===== src/hw/mag_cfg.svh =====
// Register offsets, field positions, reset values and timing counts of the mode and status bank.
// Behaviour
// - Status bits: overrun, overflow, high zyx, low zyx.
// - Power control stays accessible during suspend.
// - Soft reset needs both trigger bits in one write.
// - Soft reset defaults all but power control.
// - Soft reset always ends in sleep mode.
// - Soft reset ignored while suspended.
// - Trigger bits self-clear after soft reset.
// - Suspend then sleep gives full power-on reset.
// - Bit 2 selects three-wire serial, default four-wire.
// - Bit 0 one wakes to sleep, zero suspends.
// - Operation register: selftest, rate, mode, normal selftest.
// - Rate codes map to 10,2,6,8,15,20,25,30 Hz.
// - Mode codes: normal, forced, sleep.
// - Advanced selftest field separate from normal selftest.
// - Latched flags hold until status register read.
// - Overrun flag shown only when its enable set.
`ifndef MAG_CFG_SVH
`define MAG_CFG_SVH

`define REG_IRQ_FLAGS   8'h4a
`define REG_PWR_CTRL    8'h4b
`define REG_OP_CTRL     8'h4c
`define REG_IRQ_EN      8'h4d
`define REG_IRQ_PIN     8'h4e

`define PWR_SRST_HI     7
`define PWR_SPI3        2
`define PWR_SRST_LO     1
`define PWR_ON          0

`define IRQ_OVR_EN      7
`define IRQ_OVF_EN      6
`define PIN_INT_EN      6
`define PIN_LATCH       1
`define PIN_POL         0

`define OP_DEFAULT      8'h06
`define IRQ_EN_DEFAULT  8'h3f
`define IRQ_PIN_DEFAULT 8'h07

`define CLK_MHZ         250
`define SRST_TIME_NS    1000
`define SRST_CYCLES     ((`SRST_TIME_NS * `CLK_MHZ + 999) / 1000)

`endif


===== src/hw/mag_pkg.sv =====
// Types shared by the mode and status bank.
package mag_pkg;

  // Soft reset sequencer states, one-hot.
  typedef enum logic [1:0] {
    SR_IDLE = 2'b01,
    SR_BUSY = 2'b10
  } srst_state_e;

  // Operation mode codes.
  typedef enum logic [1:0] {
    OPM_NORMAL   = 2'b00,
    OPM_FORCED   = 2'b01,
    OPM_RESERVED = 2'b10,
    OPM_SLEEP    = 2'b11
  } opmode_e;

  // Output rate codes for the measurement engine.
  typedef enum logic [2:0] {
    RATE_10HZ = 3'h0,
    RATE_2HZ  = 3'h1,
    RATE_6HZ  = 3'h2,
    RATE_8HZ  = 3'h3,
    RATE_15HZ = 3'h4,
    RATE_20HZ = 3'h5,
    RATE_25HZ = 3'h6,
    RATE_30HZ = 3'h7
  } measurement_rate_hz_e;

endpackage : mag_pkg


===== src/hw/flag_if.sv =====
// Carrier between the register bank and its interrupt flag store.
`timescale 1ns/1ns
interface flag_if;
  logic [7:0] live;        // Live conditions, overrun down to low x.
  logic       overrun_en;  // Overrun indication enable.
  logic [5:0] axis_dis;    // Active-high threshold axis disables.
  logic       ovf_pin_en;  // Overflow routed to the pin.
  logic       latch;       // Latched flag mode.
  logic       rd_clr;      // Status register read this cycle.
  logic       clr_all;     // Held clear by suspend or soft reset.
  logic [7:0] status;      // Flag register contents.
  logic       pin_any;     // Some axis flag, or overflow if routed to the pin, is up; overrun never counts.

  modport bank (input live, overrun_en, axis_dis, ovf_pin_en, latch, rd_clr, clr_all,
                output status, pin_any);
  modport ctrl (output live, overrun_en, axis_dis, ovf_pin_en, latch, rd_clr, clr_all,
                input status, pin_any);
endinterface : flag_if


===== src/hw/flag_bank.sv =====
// Interrupt status flag store with latched and live modes.
`timescale 1ns/1ns
`include "mag_cfg.svh"
module flag_bank
(
  input wire logic clk,    // Block clock.
  input wire logic rst_n,  // Asynchronous reset, active low.
  flag_if.bank     fl      // Flag controls and status.
);
  import mag_pkg::*;

  logic [7:0] flags_q;  // Stored flags.
  logic [7:0] flags_d;  // Next flags.
  logic [7:0] mask;     // Which live conditions may show.

  // Next flag value; a new event beats a clearing read in the same cycle.
  always_comb
  begin
    mask    = {fl.overrun_en, 1'b1, ~fl.axis_dis};
    flags_d = fl.live & mask;
    if (fl.clr_all)
    begin
      flags_d = 8'h00;
    end
    else if (fl.latch && !fl.rd_clr)
    begin
      flags_d = flags_d | (flags_q & mask);
    end
  end

  // Flag register.
  always_ff @(posedge clk or negedge rst_n)
  begin
    if (!rst_n)
    begin
      flags_q <= 8'h00;
    end
    else
    begin
      flags_q <= flags_d;
    end
  end

  assign fl.status  = flags_q;
  assign fl.pin_any = |(flags_q & {1'b0, fl.ovf_pin_en, 6'h3f});

  AST_OVERRUN_GATED: assert property (@(posedge clk) disable iff (!rst_n)
    !fl.overrun_en |=> !fl.status[7])
    else $error("Overrun flag shown while disabled.");

  AST_LATCH_HOLDS: assert property (@(posedge clk) disable iff (!rst_n)
    (fl.latch && fl.status[6] && !fl.rd_clr && !fl.clr_all) |=> fl.status[6])
    else $error("Latched overflow flag dropped without a read.");

  AST_SET_WINS: assert property (@(posedge clk) disable iff (!rst_n)
    (fl.rd_clr && fl.live[6] && !fl.clr_all) |=> fl.status[6])
    else $error("Event lost against a clearing read.");

endmodule : flag_bank


===== src/hw/mode_status_regs.sv =====
// Mode, power and interrupt status register bank with soft reset sequencer.
`timescale 1ns/1ns
`include "mag_cfg.svh"
module mode_status_regs
#(
  parameter int SRST_CYCLES = `SRST_CYCLES  // Soft reset duration in clocks.
)
(
  input  wire logic                          REF_CLK,         // 250 MHz clock.
  input  wire logic                          NRST,            // Async reset, active low.
  input  wire logic                          REG_WR,          // Write strobe, one cycle.
  input  wire logic                          REG_RD,          // Read strobe, one cycle.
  input  wire logic [7:0]                    REG_ADDR,        // Register address.
  input  wire logic [7:0]                    REG_WDATA,       // Write data.
  input  wire logic [7:0]                    EVT_LIVE,        // Live interrupt conditions.
  output logic      [7:0]                    REG_RDATA,       // Read data.
  output logic                               REG_RVALID,      // Read data valid pulse.
  output logic                               INT_OUT,         // Interrupt pin level.
  output logic                               THREE_WIRE_SELECT, // Serial three-wire mode.
  output logic                               SUSPEND,         // Device in suspend.
  output logic                               SRST_BUSY,       // Soft reset running.
  output mag_pkg::opmode_e                   OP_MODE,         // Operation mode.
  output mag_pkg::measurement_rate_hz_e      MEASUREMENT_RATE_HZ, // Output rate code.
  output logic      [1:0]                    ADVANCED_SELFTEST_FIELD, // Advanced self-test.
  output logic                               NORMAL_SELFTEST  // Normal self-test.
);
  import mag_pkg::*;

  // True when the current access addresses the given register.
  function automatic logic is_addr(input logic [7:0] a, input logic [7:0] target);
    is_addr = (a == target);
  endfunction : is_addr

  flag_if fl ();  // Link to the flag store.

  srst_state_e sr_state_q;  // Soft reset sequencer state.
  srst_state_e sr_state_d;  // Next sequencer state.
  logic [8:0]  sr_cnt_q;    // Cycles left in soft reset.
  logic [8:0]  sr_cnt_d;    // Next count.
  logic        pwr_q;       // Power bit, zero is suspend.
  logic        pwr_d;       // Next power bit.
  logic        spi3_q;      // Three-wire select.
  logic        spi3_d;      // Next three-wire select.
  logic [7:0]  op_q;        // Operation register.
  logic [7:0]  op_d;        // Next operation register.
  logic [7:0]  irq_en_q;    // Interrupt enable register.
  logic [7:0]  irq_en_d;    // Next interrupt enable register.
  logic [7:0]  irq_pin_q;   // Pin and latch settings register.
  logic [7:0]  irq_pin_d;   // Next pin settings.
  logic [7:0]  rdata_q;     // Read data register.
  logic [7:0]  rdata_d;     // Next read data.
  logic        rvalid_q;    // Read valid register.
  logic        int_q;       // Interrupt pin register.
  logic        int_d;       // Next interrupt pin level.
  logic        busy;        // Soft reset in progress.
  logic        wr_pwr;      // Write to power control.
  logic        sr_start;    // Soft reset accepted this cycle.
  logic        hold_dflt;   // Other registers held at defaults.

  assign busy      = (sr_state_q == SR_BUSY);
  assign wr_pwr    = REG_WR && is_addr(REG_ADDR, `REG_PWR_CTRL);
  // Suspend keeps all but power control at power-on values, so waking is a full reset.
  assign hold_dflt = !pwr_q || busy;
  // Both triggers in one write, awake, and no reset already running.
  assign sr_start  = wr_pwr && REG_WDATA[`PWR_SRST_HI] && REG_WDATA[`PWR_SRST_LO]
                     && pwr_q && !busy;

  // Soft reset sequencer next state.
  always_comb
  begin
    sr_state_d = sr_state_q;
    sr_cnt_d   = sr_cnt_q;
    case (sr_state_q)
      SR_IDLE:
      begin
        if (sr_start)
        begin
          sr_state_d = SR_BUSY;
          sr_cnt_d   = 9'(SRST_CYCLES - 1);
        end
      end
      SR_BUSY:
      begin
        // Ending the reset drops the trigger bits without a host write.
        if (sr_cnt_q == 9'h000)
        begin
          sr_state_d = SR_IDLE;
        end
        else
        begin
          sr_cnt_d = sr_cnt_q - 9'h001;
        end
      end
      default:
      begin
        sr_state_d = SR_IDLE;
        sr_cnt_d   = 9'h000;
      end
    endcase
  end

  // Soft reset sequencer registers.
  always_ff @(posedge REF_CLK or negedge NRST)
  begin
    if (!NRST)
    begin
      sr_state_q <= SR_IDLE;
      sr_cnt_q   <= 9'h000;
    end
    else
    begin
      sr_state_q <= sr_state_d;
      sr_cnt_q   <= sr_cnt_d;
    end
  end

  // Next register contents. Power control is written in any mode; the rest
  // only while awake and outside a soft reset.
  always_comb
  begin
    pwr_d     = pwr_q;
    spi3_d    = spi3_q;
    op_d      = op_q;
    irq_en_d  = irq_en_q;
    irq_pin_d = irq_pin_q;
    if (wr_pwr)
    begin
      pwr_d  = REG_WDATA[`PWR_ON];
      spi3_d = REG_WDATA[`PWR_SPI3];
    end
    if (hold_dflt)
    begin
      // Default operation register selects sleep mode.
      op_d      = `OP_DEFAULT;
      irq_en_d  = `IRQ_EN_DEFAULT;
      irq_pin_d = `IRQ_PIN_DEFAULT;
    end
    else if (REG_WR)
    begin
      // Reserved mode code is stored as written; keeping it out is the host's job.
      if (is_addr(REG_ADDR, `REG_OP_CTRL))
      begin
        op_d = REG_WDATA;
      end
      if (is_addr(REG_ADDR, `REG_IRQ_EN))
      begin
        irq_en_d = REG_WDATA;
      end
      if (is_addr(REG_ADDR, `REG_IRQ_PIN))
      begin
        irq_pin_d = REG_WDATA;
      end
    end
  end

  // Control registers; the device leaves reset suspended.
  always_ff @(posedge REF_CLK or negedge NRST)
  begin
    if (!NRST)
    begin
      pwr_q     <= 1'b0;
      spi3_q    <= 1'b0;
      op_q      <= `OP_DEFAULT;
      irq_en_q  <= `IRQ_EN_DEFAULT;
      irq_pin_q <= `IRQ_PIN_DEFAULT;
    end
    else
    begin
      pwr_q     <= pwr_d;
      spi3_q    <= spi3_d;
      op_q      <= op_d;
      irq_en_q  <= irq_en_d;
      irq_pin_q <= irq_pin_d;
    end
  end

  // Flag store hookup; the live vector is already in status bit order.
  assign fl.live       = EVT_LIVE;
  assign fl.overrun_en = irq_en_q[`IRQ_OVR_EN];
  assign fl.axis_dis   = irq_en_q[5:0];
  assign fl.ovf_pin_en = irq_en_q[`IRQ_OVF_EN];
  assign fl.latch      = irq_pin_q[`PIN_LATCH];
  assign fl.rd_clr     = REG_RD && is_addr(REG_ADDR, `REG_IRQ_FLAGS) && !hold_dflt;
  assign fl.clr_all    = hold_dflt;

  flag_bank u_flags (
    .clk   (REF_CLK),
    .rst_n (NRST),
    .fl    (fl)
  );

  // Read mux and pin level. Other registers read zero while suspended.
  always_comb
  begin
    rdata_d = 8'h00;
    case (REG_ADDR)
      `REG_IRQ_FLAGS: rdata_d = hold_dflt ? 8'h00 : fl.status;
      // Trigger bits read as one only while the reset runs; 6..3 are zero.
      `REG_PWR_CTRL:  rdata_d = {busy, 4'h0, spi3_q, busy, pwr_q};
      `REG_OP_CTRL:   rdata_d = hold_dflt ? 8'h00 : op_q;
      `REG_IRQ_EN:    rdata_d = hold_dflt ? 8'h00 : irq_en_q;
      `REG_IRQ_PIN:   rdata_d = hold_dflt ? 8'h00 : irq_pin_q;
      default:        rdata_d = 8'h00;
    endcase
    // Inactive pin sits at the opposite of the chosen polarity.
    int_d = (irq_pin_q[`PIN_INT_EN] && fl.pin_any) ? irq_pin_q[`PIN_POL]
                                                    : !irq_pin_q[`PIN_POL];
  end

  // Read port and pin registers.
  always_ff @(posedge REF_CLK or negedge NRST)
  begin
    if (!NRST)
    begin
      rdata_q  <= 8'h00;
      rvalid_q <= 1'b0;
      int_q    <= 1'b0;
    end
    else
    begin
      rdata_q  <= REG_RD ? rdata_d : rdata_q;
      rvalid_q <= REG_RD;
      int_q    <= int_d;
    end
  end

  assign REG_RDATA               = rdata_q;
  assign REG_RVALID              = rvalid_q;
  assign INT_OUT                 = int_q;
  assign THREE_WIRE_SELECT       = spi3_q;
  assign SUSPEND                 = !pwr_q;
  assign SRST_BUSY               = busy;
  assign OP_MODE                 = opmode_e'(op_q[2:1]);
  assign MEASUREMENT_RATE_HZ     = measurement_rate_hz_e'(op_q[5:3]);
  assign ADVANCED_SELFTEST_FIELD = op_q[7:6];
  assign NORMAL_SELFTEST         = op_q[0];

  AST_SR_STARTS: assert property (@(posedge REF_CLK) disable iff (!NRST)
    sr_start |=> busy [*2])
    else $error("Soft reset did not start on a double trigger write.");

  AST_SR_ONE_TRIGGER: assert property (@(posedge REF_CLK) disable iff (!NRST)
    (wr_pwr && (REG_WDATA[`PWR_SRST_HI] != REG_WDATA[`PWR_SRST_LO]) && !busy) |=> !busy)
    else $error("Soft reset started from a single trigger bit.");

  AST_SR_SUSPENDED: assert property (@(posedge REF_CLK) disable iff (!NRST)
    (wr_pwr && !pwr_q && !busy) |=> !busy && (op_q == `OP_DEFAULT))
    else $error("Soft reset accepted while suspended.");

  AST_SR_ENDS_SLEEP: assert property (@(posedge REF_CLK) disable iff (!NRST)
    (busy && sr_cnt_q == 9'h000)
      |=> !busy && (OP_MODE == OPM_SLEEP) && (irq_en_q == `IRQ_EN_DEFAULT))
    else $error("Soft reset did not end in sleep with defaults.");

  AST_SR_SELFCLEAR: assert property (@(posedge REF_CLK) disable iff (!NRST)
    (REG_RD && is_addr(REG_ADDR, `REG_PWR_CTRL) && !busy) |=> !REG_RDATA[7] && !REG_RDATA[1])
    else $error("Trigger bits read back set outside a soft reset.");

  AST_PWR_ZERO_BITS: assert property (@(posedge REF_CLK) disable iff (!NRST)
    (REG_RD && is_addr(REG_ADDR, `REG_PWR_CTRL)) |=> REG_RVALID && (REG_RDATA[6:3] == 4'h0))
    else $error("Power control bits 6..3 read nonzero.");

  AST_PWR_WRITE: assert property (@(posedge REF_CLK) disable iff (!NRST)
    wr_pwr |=> (SUSPEND == !$past(REG_WDATA[0])) && (THREE_WIRE_SELECT == $past(REG_WDATA[2])))
    else $error("Power or wire select not taken from the write.");

  AST_SUSPEND_DEFAULTS: assert property (@(posedge REF_CLK) disable iff (!NRST)
    (!pwr_q && !REG_WR) |=> (op_q == `OP_DEFAULT) && (fl.status == 8'h00))
    else $error("Registers not at power-on values in suspend.");

  AST_OP_FIELDS: assert property (@(posedge REF_CLK) disable iff (!NRST)
    (REG_WR && is_addr(REG_ADDR, `REG_OP_CTRL) && !hold_dflt)
      |=> (ADVANCED_SELFTEST_FIELD == $past(REG_WDATA[7:6]))
          && (MEASUREMENT_RATE_HZ == $past(REG_WDATA[5:3]))
          && (NORMAL_SELFTEST == $past(REG_WDATA[0])))
    else $error("Operation register fields misplaced.");

endmodule : mode_status_regs


===== config.mk =====
export PLATFORM = sky130hd
export DESIGN_NAME = mode_status_regs
export DESIGN_NICKNAME = d
export VERILOG_FILES = /design/src/hw/mag_pkg.sv /design/src/hw/flag_if.sv /design/src/hw/flag_bank.sv /design/src/hw/mode_status_regs.sv
export VERILOG_INCLUDE_DIRS = /design/src /design/src/hw
export SDC_FILE = /design/constraint.sdc
export NUM_CORES = 1
export LEC_CHECK = 0
export BUFFER_PORTS_ARGS = -buffer_cell sky130_fd_sc_hd__buf_2
export CAP_MARGIN = 20
export CORE_MARGIN = 2
export CORE_UTILIZATION = 45
export DETAILED_ROUTE_END_ITERATION = 12
export PLACE_DENSITY = 0.64
export SETUP_SLACK_MARGIN = 0.2
export SYNTH_ARGS = -nofsm -noshare
export SYNTH_HDL_FRONTEND = slang
export SYNTH_SLANG_ARGS = --single-unit

===== constraint.sdc =====
create_clock -name REF_CLK -period 6.3 [get_ports REF_CLK]
set_input_delay 0.63 -clock REF_CLK [delete_from_list [all_inputs] [get_ports REF_CLK]]
set_output_delay 0.63 -clock REF_CLK [all_outputs]
set_load 0.05 [all_outputs]

* Yosys cells after proc, flatten, opt, wreduce, memory -nomap -nowiden
Index checks and enable logic that the tools add are counted. Widths: inputs -> output; s select.
Operators by class: add/subtract/negate cells 1, $mul 0, divide/modulo/power cells 0, order comparisons 0, eq/ne operators 10, shifts and indexed selects 0, muxes and demuxes 23, bitwise logic cells 5, reduce and logical (&&, ||, !) cells 26
Operators by type and width (number):
- $mux 8 | 15
- $eq 8x7->1 const B | 5
- $pmux 8 s5 | 1
- $mux 9 | 2
- $pmux 9 s2 | 1
- $and 8x8->8 | 2
- $reduce_and 2->1 | 5
- $logic_and 1x1->1 | 9
- $logic_not 9->1 | 1
- $sub 9x1->9 const B | 1
- $and 8x7->8 | 1
- $or 8x8->8 | 1
- $reduce_bool 2->1 | 4
- $reduce_or 8->1 | 1
- $not 6->6 | 1
- $logic_not 1->1 | 5
- $mux 2 | 2
- $ne 2x2->1 const B | 2
- $pmux 2 s2 | 1
- $eq 2x1->1 const B | 1
- $eq 2x2->1 const B | 1
- $ne 2x1->1 const B | 1
- $logic_or 1x1->1 | 1
- $mux 1 | 1
Word-level totals: bits in registers 55, latch bits 0, RAM bits 0, ROM bits 0, bits of input ports 28, logic and storage cells 76, memories 0

* Depth between registers and ports, before layout
Gate-level depths: netlist of the first run.
depth after elaboration 8, depth in mapped cells 7, mapped depth without buffers 6

* Hierarchy
A second synthesis of the first run with hierarchy kept.
Unflattened totals: cells, all modules 299, area total of the unflattened synthesis 3007.9 um^2
Modules (own cells, without submodules):
- mode_status_regs | times used 1, cells each 261, area each 2630.0 um^2
- flag_bank | times used 1, cells each 38, area each 377.9 um^2

* Worst setup path before layout of the first run
OpenSTA, ideal clock, no wires.
path kind input -> register, start point input port REG_ADDR[5], end point register sr_cnt_q[0], arrival 2.508 ns, path slack 3.664 ns, stages 6, buffers on the path 2, cells stage by stage or4b_4 -> buf_6 -> or4_4 -> buf_6 -> a21oi_2 -> mux2_1
On the way: cells in the longest elaborated chain, start to end 8
RTL lines:
- from (decl) | line mode_status_regs.sv:13 | input wire logic [7:0] REG_ADDR,
- $eq 8x7->1 | line mode_status_regs.sv:31 | is_addr = (a == target);
- $logic_and 1x1->1 | line mode_status_regs.sv:61 | assign wr_pwr = REG_WR && is_addr(REG_ADDR, `REG_PWR_CTRL);
- $logic_and 1x1->1 (4 in a row) | line mode_status_regs.sv:65 | assign sr_start = wr_pwr && REG_WDATA[`PWR_SRST_HI] && REG_WDATA[`PWR_SRST_LO]
- $ne 2x2->1 (no line)
- $reduce_and 2->1 (no line)
- to (signal assigned) | line mode_status_regs.sv:113 | sr_cnt_q <= sr_cnt_d;
- to (decl) | line mode_status_regs.sv:38 | logic [8:0] sr_cnt_q;
No other way between the ends. A chain may end at the register's enable or synchronous reset.

* Worst setup path after layout of the first run
start point register sr_state_q[0], end point register rdata_q[3], in the netlist REG_RDATA[3]
On the way: cells in the longest elaborated chain, start to end 4
RTL lines:
- from (decl) | line mode_status_regs.sv:36 | srst_state_e sr_state_q;
- from (signal assigned) | line mode_status_regs.sv:112 | sr_state_q <= sr_state_d;
- $eq 2x2->1 * | line mode_status_regs.sv:60 | assign busy = (sr_state_q == SR_BUSY);
- $logic_or 1x1->1 * | line mode_status_regs.sv:63 | assign hold_dflt = !pwr_q || busy;
- $mux 8, on equally long branches
- $pmux 8 s5 * | line mode_status_regs.sv:196 | case (REG_ADDR)
- to (signal assigned) | line mode_status_regs.sv:221 | rdata_q <= REG_RD ? rdata_d : rdata_q;
- to (decl) | line mode_status_regs.sv:50 | logic [7:0] rdata_q;
Mark *: on every way between the ends. The rest lies on a longest branch, timed or not.

==> results.sh, run 1 <==
export IMPL_outcome="finished clean"
export IMPL_ant_nets=0
export IMPL_synth_cell_types=53
export IMPL_internal_power_w=0.000690
export IMPL_critical_path_max_stage_delay_ns=0.67
export IMPL_syn_avg_cell_area_um2=10.6
export IMPL_cts_buffers_inserted=5
export IMPL_dp_hpwl_mm=4.85
export IMPL_overflow=0
export IMPL_crit_chain="inv_1 > ha_1 > nand2b_1 > nor3_1 > o211ai_1 > o2bb2ai_1"
export IMPL_rsz0062_at_grt="false"
export IMPL_crit_family="simple AND/OR/NAND/NOR gates"
export IMPL_clock_skew_ns=0.00774
export IMPL_drc=0
export IMPL_die_x_um=83.7
export IMPL_rows=29
export IMPL_synth_top_family_by_area="compound AO/OA/AOI/OAI gates"
export IMPL_dp_slack_ns=3.51
export IMPL_synth_edf_count=0
export IMPL_netlist_instances=269
export IMPL_required_ns=6.54
export IMPL_finalHoldViolCount=0
export IMPL_grt_pass1_wl_mm=11.5
export IMPL_syn_nets=300
export IMPL_final_area_um2=3290
export IMPL_setup_viol=0
export IMPL_dieArea_um2=7000
export IMPL_tightest_slew_ns=1.02
export IMPL_grt_max_degree=56
export IMPL_layout_setup_ws_ns=3.52
export IMPL_crit_buf_inv=1
export IMPL_antenna_found_initial=0
export IMPL_cts_tree="done"
export IMPL_clkSlewWorstSetupHoldPaths_ns=0.09
export IMPL_syn_area_um2=2860
export IMPL_leakage_nw=1.47
export IMPL_end_kind="register"
export IMPL_dr_pass1_iters=4
export IMPL_drv_cap=0
export IMPL_cts_path_max_buffers=2
export IMPL_worstHoldPathType="input pin to asynchronous set/reset pin"
export IMPL_drv_slew=0
export IMPL_clockPowerShare_pct=26.0
export IMPL_cts_setup_buffers=0
export IMPL_async_reset_ff_share_pct=100
export IMPL_yosysSeqAreaShare_pct=48.7
export IMPL_synth_area_top_cells="dfrtp_1 (38%), dfstp_2 (11%), mux2i_1 (9.5%)"
export IMPL_slew_headroom_pct=31.7
export IMPL_synth_top_cell_by_area="dfrtp_1"
export IMPL_die_h_um=83.7
export IMPL_comb_power_share_pct=34.4
export IMPL_start_util_pct=45.7
export IMPL_core_area_um2=6240
export IMPL_power_density_nw_per_um2=324
export IMPL_period_minus_slack_ns=2.78
export IMPL_ctsResizeCount=0
export IMPL_vias=2254
export IMPL_worstSetupPathType="register to register"
export IMPL_drt_iter0_drc=130
export IMPL_synthAdderAreaFrac_pct=1.31
export IMPL_synth_xor_area_share_pct=0.307
export IMPL_p_sw_share_pct=35.3
export IMPL_finalPower_w=0.00107
export IMPL_layout_common_cells="buf_2 (48), dfrtp_1 (43), mux2i_1 (27), nand2_1 (20), nor2_1 (19)"
export IMPL_critPathMaxFanout=23
export IMPL_layout_drive_gt1_share_pct=27.4
export IMPL_place_area_um2=3160
export IMPL_postCtsHoldBufs=0
export IMPL_fin_setup_tns_ns=0
export IMPL_port_buffers=48
export IMPL_slowest_stage="nand2b_1"
export IMPL_wl_per_cell_um=17.7
export IMPL_muxShareOfSynthArea_pct=13.4
export IMPL_place_gp_congestion=0.836
export IMPL_grt_usage_pct=20.6
export IMPL_grt_pass1_vias=2179
export IMPL_start_kind="register"
export IMPL_cts_root_buf="clkbuf_8"
export IMPL_ys_ff_latch=55
export IMPL_switching_power_w=0.000376
export IMPL_n_antenna_cell=0
export IMPL_synth_top_area_share_pct=37.7
export IMPL_fin_crit_sh_pct=44.2
export IMPL_synth_compound_area_share_pct=17.0
export IMPL_vias_per_cell=5.76
export IMPL_synthFlopType="dfrtp_1"
export IMPL_ios=49
export IMPL_wl_mm=6.91
export IMPL_fmax_mhz=359
export IMPL_synth_simple_gate_area_share_pct=15.3
export IMPL_area_growth_pct=15.3
export IMPL_clk_latency_ns=0.32
export IMPL_final_common_cell="buf_2"
export IMPL_crit_arrival_ns=3.02
export IMPL_nets=344
export IMPL_clock_sinks=55
export IMPL_h_tree_depth=2
export IMPL_yosysWarnings=0
export IMPL_pwr_share_seq_pct=39.5
export IMPL_ir_drop_v=0.000229
==> per-stage QoR <==
| stage | hold slack [ns] | util [%] | instances |
|---|---|---|---|
| CTS | 0.443 | 52.7 | 391 |
| floorplan | 0.334 | - | 269 |
| detailed placement | 0.475 | 50.6 | 383 |
| finish | 0.436 | 52.7 | 391 |
| global route | 0.441 | 52.7 | 391 |
| global placement | 0.476 | 50.4 | 382 |
==> final timing paths <==
check | startpoint | endpoint | slack [ns] | depth (start not counted)
setup / recovery | sr_state_q[0] | REG_RDATA[3] | 3.52 | 6
min in group REF_CLK | REG_RD | REG_RVALID | 0.45 | 1
hold / removal | NRST | REG_RDATA[3] | 0.44 | 2
max in group asynchronous | NRST | pwr_q | 5.41 | 2
setup reg to reg | sr_state_q[0] | REG_RDATA[3] | 3.52 | 6
hold reg to reg | REG_RDATA[6] | REG_RDATA[6] | 0.50 | 1
==> synthesized netlist by cell type, types with 3 or more instances <==
master / number
nor3_1: 12
nand2b_1: 6
clkbuf_1: 10
dfrtp_1: 43
dfstp_2: 12
mux2_1: 4
a22oi_1: 6
a32oi_1: 3
nand2_1: 20
nand3b_1: 3
a2bb2oi_1: 4
o21ai_0: 10
ha_1: 3
nor2b_1: 3
nor2_1: 19
a31oi_1: 5
mux2_2: 6
mux2i_1: 27
a21oi_1: 10
o2bb2ai_1: 7
nand3_1: 4
inv_1: 12
or4_1: 3
==> sequential cells by signal, indices dropped and copies added, names as in the netlist <==
register           cells
INT_OUT                1
REG_RDATA              8
REG_RVALID             1
THREE_WIRE_SELECT      1
irq_en_q               8
irq_pin_q              8
op_q                   8
pwr_q                  1
sr_cnt_q               9
sr_state_q             2
u_flags.fl.status      8
==> routing by layer <==
| metal | share of wire, % | global-route usage [%] | vias up |
|---|---|---|---|
| met5 | 0 | 0 | - |
| met4 | 1.3 | 5.72 | 0 |
| met3 | 4.2 | 4.06 | 8 |
| met2 | 46 | 31.0 | 48 |
| met1 | 49 | 30.6 | 1119 |
| li1 | - | - | 1079 |
==> power by group through the flow <==
stage	Sequential [W]	Combinational [W]	Clock [W]
after floorplan	0.000427	0.000274	0
after global placement	0.000427	0.000362	0
after detailed placement	0.000428	0.000363	0
after CTS	0.000422	0.000365	0.000283
after global routing	0.000428	0.000405	0.000297
final	0.000422	0.000367	0.000278
==> worst register-to-register path, cell delays in order (launching register included) <==
cell       delay, ns
dfstp_2         0.54
inv_1           0.05
ha_1            0.38
nand2b_1        0.67
nor3_1          0.59
o211ai_1        0.27
o2bb2ai_1       0.20
==> logic make-up (layout without fill, tap and decap cells) <==
group	after synthesis	after routing
fa+ha+maj	3	3
xor+xnor	1	1
flops	55	55
compound gates	66	66
simple gates	81	81
mux	37	37
buf+inv	26	71
==> area by class of cell <==
type	count	area, um^2
timing repair buffer	51	267
multi-input combinational	188	1360
sequential	55	1390
fill	575	2950
inverter	12	45.0
clock buffer	5	68.8
tap	77	96.3
clock inverter	3	67.6
Note: power is estimated with default switching activity, not from simulation.
==> inputs of run 2 (changes only) <==
--- a/config.mk
+++ b/config.mk
@@ -6,12 +6,13 @@
 export SDC_FILE = /design/constraint.sdc
 export NUM_CORES = 1
 export LEC_CHECK = 0
+export ABC_AREA = 1
 export BUFFER_PORTS_ARGS = -buffer_cell sky130_fd_sc_hd__buf_2
 export CAP_MARGIN = 20
 export CORE_MARGIN = 2
 export CORE_UTILIZATION = 45
 export DETAILED_ROUTE_END_ITERATION = 12
-export PLACE_DENSITY = 0.64
+export PLACE_DENSITY = 0.66
 export SETUP_SLACK_MARGIN = 0.2
 export SYNTH_ARGS = -nofsm -noshare
 export SYNTH_HDL_FRONTEND = slang
==> constraint.sdc (replaced) <==
create_clock -name REF_CLK -period 2.3 [get_ports REF_CLK]
set_input_delay 0.23 -clock REF_CLK [delete_from_list [all_inputs] [get_ports REF_CLK]]
set_output_delay 0.23 -clock REF_CLK [all_outputs]
set_load 0.05 [all_outputs]
==> run 2 against run 1 <==
Clock skew decreased by 0.00078 ns. Maximum frequency increased by 43%. First-iteration DRC count increased by 42%. Power increased to 2.7 times the previous value. Clock-buffer cell count unchanged. Synthesized cell count increased by 47%. Sequential share of layout area decreased by 3.0 points. Critical path type unchanged. Largest power group unchanged.
==> results.sh, run 2 <==
export IMPL_n_antenna_cell=0
export IMPL_drv_slew=0
export IMPL_start_util_pct=46.0
export IMPL_dr_pass1_iters=5
export IMPL_clkSlewWorstSetupHoldPaths_ns=0.10
export IMPL_area_growth_pct=14.6
export IMPL_clockPowerShare_pct=22.9
export IMPL_wl_mm=7.30
export IMPL_worstHoldPathType="input pin to register"
export IMPL_required_ns=2.56
export IMPL_fillers=669
export IMPL_syn_area_um2=3090
export IMPL_seq_area_um2=1390
export IMPL_overflow=0
export IMPL_grt_max_degree=33
export IMPL_syn_nets=427
export IMPL_vias_per_cell=5.22
export IMPL_period_minus_slack_ns=1.95
export IMPL_top_register="sr_cnt_q"
export IMPL_syn_avg_cell_area_um2=7.80
export IMPL_rsz0062_at_grt="true"
export IMPL_cts_root_buf="clkbuf_8"
export IMPL_multi_input_area_um2=1420
export IMPL_worstSetupPathType="register to register"
export IMPL_cts_tree="done"
export IMPL_internal_power_w=0.00175
export IMPL_grt_pass1_wl_mm=12.6
export IMPL_rows=30
export IMPL_clk_latency_ns=0.32
export IMPL_drc=0
export IMPL_dp_hpwl_mm=5.65
export IMPL_slew_headroom_pct=60.9
export IMPL_comb_power_share_pct=36.5
export IMPL_outcome="finished clean"
export IMPL_die_h_um=86.9
export IMPL_power_density_nw_per_um2=808
export IMPL_start_kind="register"
export IMPL_grt_usage_pct=21.3
export IMPL_dieArea_um2=7540
export IMPL_fin_setup_tns_ns=0
export IMPL_hold_depth=3
export IMPL_nets=477
export IMPL_clock_skew_ns=0.00696
export IMPL_drt_iter0_drc=185
export IMPL_synthTopCellsByCount="nand2_1 (89), inv_1 (54), dfrtp_1 (43), nand3_1 (43), nor2_1 (28)"
export IMPL_cts_setup_buffers=0
export IMPL_drv_cap=0
export IMPL_synth_cell_types=37
export IMPL_core_area_um2=6720
export IMPL_tightest_slew_ns=0.587
export IMPL_yosysSeqAreaShare_pct=45.0
export IMPL_place_area_um2=3410
export IMPL_place_gp_congestion=0.904
export IMPL_antenna_found_initial=0
export IMPL_ys_ff_latch=55
export IMPL_ios=49
export IMPL_ff2ff_path_depth=10
export IMPL_port_buffers=48
export IMPL_finalHoldViolCount=0
export IMPL_setup_viol=0
export IMPL_grt_pass1_vias=2592
export IMPL_synth_edf_count=0
export IMPL_yosysMostFrequentCell="nand2_1"
export IMPL_final_area_um2=3540
export IMPL_layout_drive_gt1_share_pct=24.8
export IMPL_netlist_instances=396
export IMPL_cts_buffers_inserted=5
export IMPL_async_reset_ff_share_pct=100
export IMPL_synthFlopType="dfrtp_1"
export IMPL_p_sw_share_pct=39.0
export IMPL_wl_per_cell_um=13.9
export IMPL_ir_drop_v=0.000306
export IMPL_end_kind="register"
export IMPL_critPathMaxFanout=21
export IMPL_pwr_share_seq_pct=40.7
export IMPL_leakage_nw=1.84
export IMPL_die_x_um=86.9
export IMPL_yosysWarnings=0
export IMPL_synth_top_cell_by_area="dfrtp_1"
export IMPL_layout_common_cells="nand2_1 (89), inv_1 (54), buf_2 (48), dfrtp_1 (43), nand3_1 (43)"
export IMPL_ant_nets=0
export IMPL_synth_area_top_cells="dfrtp_1 (35%), nand2_1 (11%), dfstp_2 (10%)"
export IMPL_synth_top_area_share_pct=34.8
export IMPL_vias=2753
export IMPL_cts_path_max_buffers=2
export IMPL_h_tree_depth=2
export IMPL_largest_register_ffs=9
export IMPL_fin_crit_sh_pct=84.8
export IMPL_fmax_mhz=513
export IMPL_switching_power_w=0.00111
export IMPL_clock_sinks=55
export IMPL_final_common_cell="nand2_1"
export IMPL_crit_arrival_ns=2.21
-- run 2: path summary, 6_finish.rpt --
kind	slack, ns	endpoint	start
max	0.35	REG_RDATA[4]	sr_state_q[0]
min	0.13	u_flags.fl.status[4]	EVT_LIVE[4]
max reg2reg	0.35	REG_RDATA[4]	sr_state_q[0]
min reg2reg	0.49	sr_cnt_q[8]	sr_cnt_q[8]
max in group asynchronous	1.22	irq_pin_q[1]	NRST
min in group asynchronous	0.44	sr_cnt_q[2]	NRST
-- run 2: layer usage --
| metal | vias up | track usage, % | part of all wire [%] |
|---|---|---|---|
| li1 | 1379 | - | - |
| met2 | 74 | 33.5 | 47 |
| met3 | 5 | 4.64 | 5.9 |
| met4 | 0 | 5.26 | 1.0 |
| met5 | - | 0 | 0 |
| met1 | 1295 | 30.1 | 46 |
-- run 2: per-stage QoR --
stage / util [%] / hold slack, ns / setup slack, ns / total power, W / cells
after floorplan: - / -0.0656 / 0.296 / 0.00200 / 396
after detailed placement: 50.8 / 0.267 / 0.304 / 0.00223 / 518
after global placement: 50.8 / 0.263 / 0.356 / 0.00221 / 518
final: 52.7 / 0.131 / 0.349 / 0.00286 / 527
after global routing: 52.7 / 0.123 / 0.199 / 0.00309 / 527
after CTS: 52.6 / 0.125 / 0.288 / 0.00288 / 527
-- run 2: cells by family after synthesis --
logic type,count (synthesis),share of synthesized area [%]
buf+inv,70,9.27
mux,1,0.364
fa+ha+maj,3,1.22
flops,55,45.0
simple gates,206,32.4
compound gates,58,10.9
xor+xnor,3,0.851
-- run 2: repair_timing --
action | in CTS | in global routing
gates resized for setup | 0 | 2
endpoints found under the hold margin | 23 | 0
setup endpoints to repair | 0 | 12
hold buffers | 1 | 0
-- run 2: final cells by class --
| class | instances | share of cell area [%] |
|---|---|---|
| flip-flops and latches | 55 | 39.3 |
| inverters | 60 | 6.40 |
| multi-input cells | 271 | 40.0 |
| repair buffers | 53 | 8.27 |
| clock inverters | 3 | 1.24 |
| clock buffers | 5 | 1.94 |
| well taps | 80 | 2.83 |
-- run 2: critical path, cell delays in order (launching register included) --
cell and delay (ns):
dfstp_2 0.55, inv_1 0.04, ha_1 0.21, inv_2 0.11, nand2_2 0.12, clkinv_2 0.27
buf_4 0.25, nand4_1 0.11, nand4_1 0.12, nand2_1 0.06, nand2_1 0.06
-- run 2: power groups by stage --
stage               Sequential [W]  Clock [W]  Combinational [W]
floorplan                  0.00121          0           0.000797
global placement           0.00118          0            0.00103
detailed placement         0.00118          0            0.00105
CTS                        0.00116   0.000668            0.00105
global route               0.00118   0.000712            0.00120
finish                     0.00116   0.000655            0.00104
